## src/design/punch_pkg.sv

```systemverilog
`default_nettype none
package punch_pkg;
  // ************************************************************
  // Timing
  // ************************************************************
  localparam int CLK_PERIOD_NS   = 100;
  localparam int LOAD_PULSE_NS   = 2000;
  localparam int LOAD_PULSE_CYC  = (LOAD_PULSE_NS + CLK_PERIOD_NS - 1) / CLK_PERIOD_NS;
  localparam int PUNCH_GATE_MS   = 4;
  localparam int PUNCH_GATE_CYC  = PUNCH_GATE_MS * 1000000 / CLK_PERIOD_NS;
  localparam int FUNC_BLOCK_MS   = 70;
  localparam int FUNC_BLOCK_CYC  = FUNC_BLOCK_MS * 1000000 / CLK_PERIOD_NS;
  localparam int READY_WIN_MS    = 10;
  localparam int READY_WIN_CYC   = READY_WIN_MS * 1000000 / CLK_PERIOD_NS;
  localparam int CNT_W           = 20;
  // ************************************************************
  // Data and function words
  // ************************************************************
  localparam int DATA_W          = 8;
  localparam int FIFO_DEPTH      = 16;
  localparam int FUNC_W          = 6;
  localparam int FUNC_BIT_DEVICE = 0;
  localparam int FUNC_BIT_SET    = 2;
  localparam logic [DATA_W-1:0] OUT_REG_RESET = 8'h00;
  // ************************************************************
  // Punch gate sequencer states
  // ************************************************************
  typedef enum logic [2:0] {
    GATE_IDLE = 3'b001,
    GATE_WAIT = 3'b010,
    GATE_ON   = 3'b100
  } gate_state_type;
endpackage
`default_nettype wire

```

## src/design/punch_sync.sv

```systemverilog
`default_nettype none
module punch_sync
  import punch_pkg::*;
(
  input  wire logic core_clk,
  input  wire logic resetn,
  input  wire logic clk_en,
  input  wire logic async_in,
  output logic      level,
  output logic      rise,
  output logic      fall
);
  logic stage1;
  logic stage2;
  logic last;

  // ************************************************************
  // Two-stage synchroniser with edge detection on the second stage.
  // ************************************************************
  always_ff @(posedge core_clk or negedge resetn) begin
    if (!resetn) begin
      stage1 <= 1'b0;
      stage2 <= 1'b0;
      last   <= 1'b0;
    end else if (clk_en) begin
      stage1 <= async_in;
      stage2 <= stage1;
      last   <= stage2;
    end
  end

  assign level = stage2;
  assign rise  = clk_en & stage2 & ~last;
  assign fall  = clk_en & ~stage2 & last;
endmodule
`default_nettype wire

```

## src/design/byte_fifo.sv

```systemverilog
`default_nettype none
module byte_fifo #(
  parameter int WIDTH = 8,
  parameter int DEPTH = 16
) (
  input  wire logic             core_clk,
  input  wire logic             resetn,
  input  wire logic             clk_en,
  input  wire logic             flush,
  input  wire logic             in_valid,
  output logic                  in_ready,
  input  wire logic [WIDTH-1:0] in_data,
  output logic                  out_valid,
  input  wire logic             out_ready,
  output logic      [WIDTH-1:0] out_data
);
  localparam int AW = $clog2(DEPTH);
  logic [WIDTH-1:0] mem [DEPTH];
  logic [AW-1:0]    wr_ptr;
  logic [AW-1:0]    rd_ptr;
  logic [AW:0]      count;
  logic             push;
  logic             pop;

  assign in_ready  = (count != (AW+1)'(DEPTH));
  assign out_valid = (count != '0);
  assign push      = clk_en & in_valid & in_ready;
  assign pop       = clk_en & out_valid & out_ready;
  assign out_data  = mem[rd_ptr];

  always_ff @(posedge core_clk) begin
    if (push) begin
      mem[wr_ptr] <= in_data;
    end
  end

  // ************************************************************
  // Pointers and occupancy.
  // ************************************************************
  always_ff @(posedge core_clk or negedge resetn) begin
    if (!resetn) begin
      wr_ptr <= '0;
      rd_ptr <= '0;
      count  <= '0;
    end else if (clk_en) begin
      if (flush) begin
        wr_ptr <= '0;
        rd_ptr <= '0;
        count  <= '0;
      end else begin
        if (push) begin
          wr_ptr <= wr_ptr + 1'b1;
        end
        if (pop) begin
          rd_ptr <= rd_ptr + 1'b1;
        end
        if (push && !pop) begin
          count <= count + 1'b1;
        end else if (pop && !push) begin
          count <= count - 1'b1;
        end
      end
    end
  end
endmodule
`default_nettype wire

```

## src/design/tape_perforator_output_control.sv

```systemverilog
`default_nettype none
module tape_perforator_output_control
  import punch_pkg::*;
(
  input  wire logic              core_clk,
  input  wire logic              resetn,
  input  wire logic              clk_en,
  input  wire logic              global_clear,
  input  wire logic              punch_clear,
  input  wire logic              copy_mode,
  input  wire logic              serializer_busy,
  input  wire logic              print_enable,
  input  wire logic              flywheel_sync,
  input  wire logic [DATA_W-1:0] host_data,
  input  wire logic              host_byte_acknowledge,
  input  wire logic [FUNC_W-1:0] function_word,
  input  wire logic              function_word_acknowledge,
  input  wire logic              function_word_wanted,
  output logic                   host_byte_request_alias,
  output logic                   function_word_request,
  output logic [DATA_W-1:0]      perforation_data,
  output logic                   perforation_gate,
  output logic                   motor_start,
  output logic                   punch_indicator,
  output logic                   tape_feed_indicator,
  output logic                   punch_ready,
  output logic                   fifo_overflow_guard
);
  // ************************************************************
  // Declarations
  // ************************************************************
  logic           sync_level;
  logic           sync_rise;
  logic           sync_fall;
  logic           ack_rise;
  logic           fack_rise;
  logic           punch_active;
  logic           advance_pending;
  logic [DATA_W-1:0] out_reg;
  logic [CNT_W-1:0]  gate_cnt;
  logic [CNT_W-1:0]  func_cnt;
  logic [CNT_W-1:0]  win_cnt;
  logic [4:0]        load_cnt;
  logic [4:0]        fpulse_cnt;
  logic           load_pulse;
  logic           func_pulse;
  logic           seen_first_sync;
  logic           gate_end;
  logic           reg_clear;
  logic           fifo_in_ready;
  logic           fifo_out_valid;
  logic [DATA_W-1:0] fifo_out_data;
  logic           fifo_pop;
  logic           func_stop;
  logic           func_start;
  gate_state_type gate_state;

  function automatic logic is_func(input logic [FUNC_W-1:0] w, input logic set_bit);
    is_func = w[FUNC_BIT_DEVICE] & (w[FUNC_BIT_SET] == set_bit);
  endfunction

  // ************************************************************
  // Input synchronisers
  // ************************************************************
  punch_sync u_sync_flywheel (
    .core_clk (core_clk),
    .resetn   (resetn),
    .clk_en   (clk_en),
    .async_in (flywheel_sync),
    .level    (sync_level),
    .rise     (sync_rise),
    .fall     (sync_fall)
  );
  punch_sync u_sync_byte_ack (
    .core_clk (core_clk),
    .resetn   (resetn),
    .clk_en   (clk_en),
    .async_in (host_byte_acknowledge),
    .level    (),
    .rise     (ack_rise),
    .fall     ()
  );
  punch_sync u_sync_func_ack (
    .core_clk (core_clk),
    .resetn   (resetn),
    .clk_en   (clk_en),
    .async_in (function_word_acknowledge),
    .level    (),
    .rise     (fack_rise),
    .fall     ()
  );

  // ************************************************************
  // Byte buffer between host and output register
  // ************************************************************
  // The host byte enters a small buffer so the load pulse timing is decoupled
  // from the host; the buffer never holds more than one byte because requests
  // are withheld while it holds a byte, during the load pulse and while advance is pending.
  assign fifo_pop = load_pulse && (load_cnt == 5'(LOAD_PULSE_CYC - 1));
  byte_fifo #(
    .WIDTH (DATA_W),
    .DEPTH (FIFO_DEPTH)
  ) u_fifo (
    .core_clk  (core_clk),
    .resetn    (resetn),
    .clk_en    (clk_en),
    .flush     (global_clear),
    .in_valid  (ack_rise & ~copy_mode),
    .in_ready  (fifo_in_ready),
    .in_data   (host_data),
    .out_valid (fifo_out_valid),
    .out_ready (fifo_pop),
    .out_data  (fifo_out_data)
  );
  assign fifo_overflow_guard = ~fifo_in_ready;

  // ************************************************************
  // Load pulse
  // ************************************************************
  always_ff @(posedge core_clk or negedge resetn) begin
    if (!resetn) begin
      load_pulse <= 1'b0;
      load_cnt   <= '0;
    end else if (clk_en) begin
      if (global_clear) begin
        load_pulse <= 1'b0;
        load_cnt   <= '0;
      end else if (!load_pulse && fifo_out_valid && !copy_mode) begin
        load_pulse <= 1'b1;
        load_cnt   <= '0;
      end else if (load_pulse) begin
        if (load_cnt == 5'(LOAD_PULSE_CYC - 1)) begin
          load_pulse <= 1'b0;
        end
        load_cnt <= load_cnt + 5'd1;
      end
    end
  end

  // ************************************************************
  // Output register
  // ************************************************************
  always_ff @(posedge core_clk or negedge resetn) begin
    if (!resetn) begin
      out_reg <= OUT_REG_RESET;
    end else if (clk_en) begin
      if (load_pulse && !copy_mode) begin
        out_reg <= fifo_out_data;
      end else if (reg_clear || global_clear) begin
        out_reg <= OUT_REG_RESET;
      end
    end
  end

  // ************************************************************
  // Punch active and punch ready
  // ************************************************************
  assign func_stop  = func_pulse && fpulse_cnt == 5'd0 && is_func(function_word, 1'b0);
  assign func_start = func_pulse && fpulse_cnt == 5'd0 && is_func(function_word, 1'b1);

  always_ff @(posedge core_clk or negedge resetn) begin
    if (!resetn) begin
      punch_active <= 1'b0;
    end else if (clk_en) begin
      if (global_clear || punch_clear || func_stop) begin
        punch_active <= 1'b0;
      end else if (func_start) begin
        punch_active <= 1'b1;
      end
    end
  end
  assign motor_start     = punch_active;
  assign punch_indicator = punch_active;

  always_ff @(posedge core_clk or negedge resetn) begin
    if (!resetn) begin
      punch_ready     <= 1'b0;
      seen_first_sync <= 1'b0;
      win_cnt         <= '0;
    end else if (clk_en) begin
      if (!punch_active || global_clear) begin
        punch_ready     <= 1'b0;
        seen_first_sync <= 1'b0;
        win_cnt         <= '0;
      end else if (sync_rise) begin
        if (seen_first_sync && win_cnt < CNT_W'(READY_WIN_CYC)) begin
          punch_ready <= 1'b1;
        end
        seen_first_sync <= 1'b1;
        win_cnt         <= '0;
      end else if (seen_first_sync && win_cnt < CNT_W'(READY_WIN_CYC)) begin
        win_cnt <= win_cnt + 1'b1;
      end
    end
  end

  // ************************************************************
  // Advance pending flag
  // ************************************************************
  always_ff @(posedge core_clk or negedge resetn) begin
    if (!resetn) begin
      advance_pending <= 1'b0;
    end else if (clk_en) begin
      if (global_clear) begin
        advance_pending <= 1'b0;
      end else if (load_pulse && punch_ready) begin
        advance_pending <= 1'b1;
      end else if (gate_state == GATE_ON && sync_fall) begin
        advance_pending <= 1'b0;
      end
    end
  end
  assign tape_feed_indicator = advance_pending;

  // ************************************************************
  // Punch gate sequencer
  // ************************************************************
  always_ff @(posedge core_clk or negedge resetn) begin
    if (!resetn) begin
      gate_state <= GATE_IDLE;
      gate_cnt   <= '0;
    end else if (clk_en) begin
      case (gate_state)
        GATE_IDLE: begin
          if (advance_pending && !global_clear) begin
            gate_state <= GATE_WAIT;
          end
        end
        GATE_WAIT: begin
          if (global_clear || !advance_pending) begin
            gate_state <= GATE_IDLE;
          end else if (sync_rise) begin
            gate_state <= GATE_ON;
            gate_cnt   <= '0;
          end
        end
        GATE_ON: begin
          if (global_clear || gate_cnt == CNT_W'(PUNCH_GATE_CYC - 1)) begin
            gate_state <= GATE_IDLE;
          end
          gate_cnt <= gate_cnt + 1'b1;
        end
        default: begin
          gate_state <= GATE_IDLE;
        end
      endcase
    end
  end
  assign gate_end = (gate_state != GATE_ON);

  // Perforation lines are gated copies of the register; the register is a
  // flip-flop, so the lines change only with the gate or a load.
  assign perforation_gate = (gate_state == GATE_ON);
  assign perforation_data = perforation_gate ? out_reg : '0;

  // ************************************************************
  // Register clear and byte request
  // ************************************************************
  assign reg_clear = gate_end && !advance_pending && !print_enable;
  assign host_byte_request_alias = !copy_mode && !serializer_busy && punch_ready
                                   && reg_clear && !load_pulse && !fifo_out_valid;

  // ************************************************************
  // Function acknowledge pulse and request block
  // ************************************************************
  always_ff @(posedge core_clk or negedge resetn) begin
    if (!resetn) begin
      func_pulse <= 1'b0;
      fpulse_cnt <= '0;
    end else if (clk_en) begin
      if (fack_rise && !copy_mode) begin
        func_pulse <= 1'b1;
        fpulse_cnt <= '0;
      end else if (func_pulse) begin
        if (fpulse_cnt == 5'(LOAD_PULSE_CYC - 1)) begin
          func_pulse <= 1'b0;
        end
        fpulse_cnt <= fpulse_cnt + 5'd1;
      end
    end
  end

  // Reset starts the block window too, so the host waits 70 ms after power-up.
  always_ff @(posedge core_clk or negedge resetn) begin
    if (!resetn) begin
      func_cnt <= CNT_W'(FUNC_BLOCK_CYC);
    end else if (clk_en) begin
      if (global_clear || (fack_rise && !copy_mode)) begin
        func_cnt <= CNT_W'(FUNC_BLOCK_CYC);
      end else if (func_cnt != '0) begin
        func_cnt <= func_cnt - 1'b1;
      end
    end
  end
  assign function_word_request = function_word_wanted && !copy_mode && (func_cnt == '0);
endmodule
`default_nettype wire

```

## config.mk

```make
export PLATFORM = sky130hd
export DESIGN_NAME = tape_perforator_output_control
export DESIGN_NICKNAME = d
export VERILOG_FILES = /design/src/design/punch_pkg.sv /design/src/design/punch_sync.sv /design/src/design/byte_fifo.sv /design/src/design/tape_perforator_output_control.sv
export SDC_FILE = /design/constraint.sdc
export NUM_CORES = 1
export LEC_CHECK = 0
export ABC_AREA = 1
export BUFFER_PORTS_ARGS = -buffer_cell sky130_fd_sc_hd__buf_2
export CORE_MARGIN = 1.5
export CORE_UTILIZATION = 58
export CTS_BUF_LIST = sky130_fd_sc_hd__clkbuf_8
export DETAILED_ROUTE_END_ITERATION = 12
export PLACE_DENSITY_LB_ADDON = 0.3
export SYNTH_ARGS = -nofsm -noshare
export SYNTH_HDL_FRONTEND = slang
export SYNTH_SLANG_ARGS = --single-unit
```

## constraint.sdc

```tcl
create_clock -name core_clk -period 2.3 [get_ports core_clk]
set_input_delay 0.46 -clock core_clk [delete_from_list [all_inputs] [get_ports core_clk]]
set_output_delay 0.46 -clock core_clk [all_outputs]
set_load 0.05 [all_outputs]
```

==> run metrics <==
outcome=complete, no violations; Req. time, crit path=1.84 ns; vias after detailed routing=9778; post-route ant nets=0; cell taking the most area after synthesis=edfxtp_1; Port Buffers=37; Synth Area in Adders=1.73%; multi-input logic area=4680 um^2; post-synthesis register bit count=237; clk root buf=clkbuf_8; final worst slack=0.0413 ns; crit end category=output port; Worst Hold Path Cells=3; layout cells sized above 1=13.8%; Max-cap violations=0; Cell Int Power=7.17 mW; RSZ-0062 raised after global routing=true; first-pass GRT wire length=44300 um; # rows=52; Clk Latency, worst-skew pair=0.54 ns; Clock Skew=0.0286 ns; Mapped Avg Cell Area=8.55 um^2; synth unique cells=44; Post-synth EDFFs=128; antenna cell count=0; Biggest register=u_fifo.mem; sequential share of power=50.3%; Worst Path Arrival=1.80 ns; Starting Density=59.3%; setup TNS=0 ns; leading cell types in the layout, fill and taps excluded=nand2_1 (358), nor2_1 (206), nand3_1 (163), inv_1 (151), edfxtp_1 (128); core box area=20200 um^2; CTS tree=yes; initial antenna violation count=0; All-Layer GR Usage=25.4%; FF-to-FF path depth=15; Clk pin slew, worst setup/hold paths=0.06 ns; Hold WC Path Type=primary input to flop; total iterations of the first detailed-routing run=6; syn_nets=1445; Via density=5.45; maximum clock rate=443 MHz; Async SR Flop Fraction=46.0%; DRT Wirelength=26900 um; final core utilization=67.0%; critical path class=flop to output port; largest net degree at the start of global routing=65; Leak=5.90 nW; Mapped Area=12000 um^2; Synth Flop Type=edfxtp_1; NetSw=3.03 mW; layout filler cell count=1616; final setup violating endpoints=0; Period minus WS final=2.26 ns; clock buffer depth=3; main area contributors after synthesis=edfxtp_1 (32%), dfrtp_1 (21%), nand2_1 (11%); hold_ws=0.138 ns; worst slack, placed=0.133 ns; Yosys warning count=0; Die Y-Extent=147 um; switching fraction of total power=29.7%; Placed Area=12700 um^2; Slew @ Worst Pin=0.595 ns; clock buffers created by TritonCTS=41; Slew headroom=60.3%; die area=21500 um^2; clock power share=34.5%; total design power=10.2 mW; gpl congestion=0.894; Synth Area in Compound Gates=6.62%; multiplexer share of the synthesized area=0%; H-tree depth=2; # DRC=0; DRT iter0 DRCs=638; Non-Filler Instances=1795; Seq. cell area=6590 um^2; clk sinks=237; total grt overflow=0; fin area=13600 um^2; most common cell after layout, fill and taps aside=nand2_1; Post-Synth Simple-Gate Area=28.7%; Final period util=98.2%; largest family of logic cells by synthesized area=simple AND/OR/NAND/NOR gates; share of the synthesized area in the top cell type=32.1%; number of I/O pins=42; Slew Viols, Final=0; WL/cell=15.0 um; Area Overhead vs Synth=13.1%; CP Launch Type=flop; peak supply drop=0.000671 V; placed cells=1711; Die Wd=147 um; Hold Vio Cnt, Final=0; cell count after synthesis=1403; sequential fraction of the synthesis area=54.9%; XOR/XNOR share of the synthesized area=1.53%; maximum fanout along the worst path=5; Final HPWL DP=18000 um; Final #Nets=1535; combinational power share=15.2%; number of global-route vias before repair=9211; Cell Pwr Density=753 nW/um^2; max reg flops=128
path summary, 6_finish.rpt:
check                              start                      to  slack [ns]
setup / recovery             func_cnt[0]   function_word_request        0.04
hold / removal             flywheel_sync  u_sync_flywheel.stage1        0.14
setup reg to reg             load_cnt[0]         u_fifo.count[4]        0.17
hold reg to reg            gate_state[0]           gate_state[0]        0.47
max in group asynchronous         resetn             func_cnt[9]        1.26
min in group asynchronous         resetn             gate_cnt[7]        0.41
cell usage after synthesis (10+ instances only):
cell / count
o211ai_1: 22
nor3_1: 13
nor2_1: 211
nand4_1: 22
nand3_1: 163
o21ai_1: 10
dfstp_2: 10
o21ai_0: 80
xor2_1: 17
ha_1: 15
dfrtp_1: 99
clkbuf_1: 21
buf_2: 13
edfxtp_1: 128
inv_1: 135
nand2_1: 359
nand2_2: 10
kinds of logic (layout without fill, tap and decap cells):
family                   after synthesis  in the layout
buffers and inverters                187            309
adder cells (fa/ha/maj)               16             16
XOR/XNOR                              21             21
AND/OR/NAND/NOR                      804            804
AO/OA/AOI/OAI                        138            138
flip-flops                           237            237
critical path, stage by stage, from the launching register on:
cell and delay (ns):
dfrtp_1 0.41, inv_2 0.10, ha_4 0.17, nand2_4 0.07
nor2_4 0.14, nand3_4 0.12, nor2_4 0.10, buf_6 0.16
per-layer routing:
metal,global-route usage (%),up-vias,wire (um)
met5,0,-,0
met4,9.04,0,738
met3,3.82,66,1610
met2,42.0,329,12800
met1,34.4,4569,11800
li1,-,4814,-
power by group through the flow:
stage               sequential (mW)  combinational, mW  clock, mW
finish                         5.14               1.55       3.52
global placement               5.19               1.44          0
detailed placement             5.20               1.50          0
global route                   5.17               1.77       3.78
floorplan                      5.15               1.10          0
CTS                            5.13               1.52       3.59
what timing repair did:
| action | 4_1_cts | 5_1_grt |
|---|---|---|
| setup endpoints to repair | 2 | 4 |
| pin swaps | 1 | 2 |
| hold endpoints to repair | 25 | 0 |
| hold buffers | 1 | 0 |
| gates resized for setup | 11 | 10 |
| buffers inserted | 1 | 7 |
final cells by class:
cell class              instances  area share (%)
clock buffers                  46            4.67
clock inverters                29           0.923
inverters                     144            4.00
multi-input cells             979            34.5
flip-flops and latches        237            48.6
well taps                     270            2.49
repair buffers                 90            4.83
Note: power is estimated with default switching activity, not from simulation.
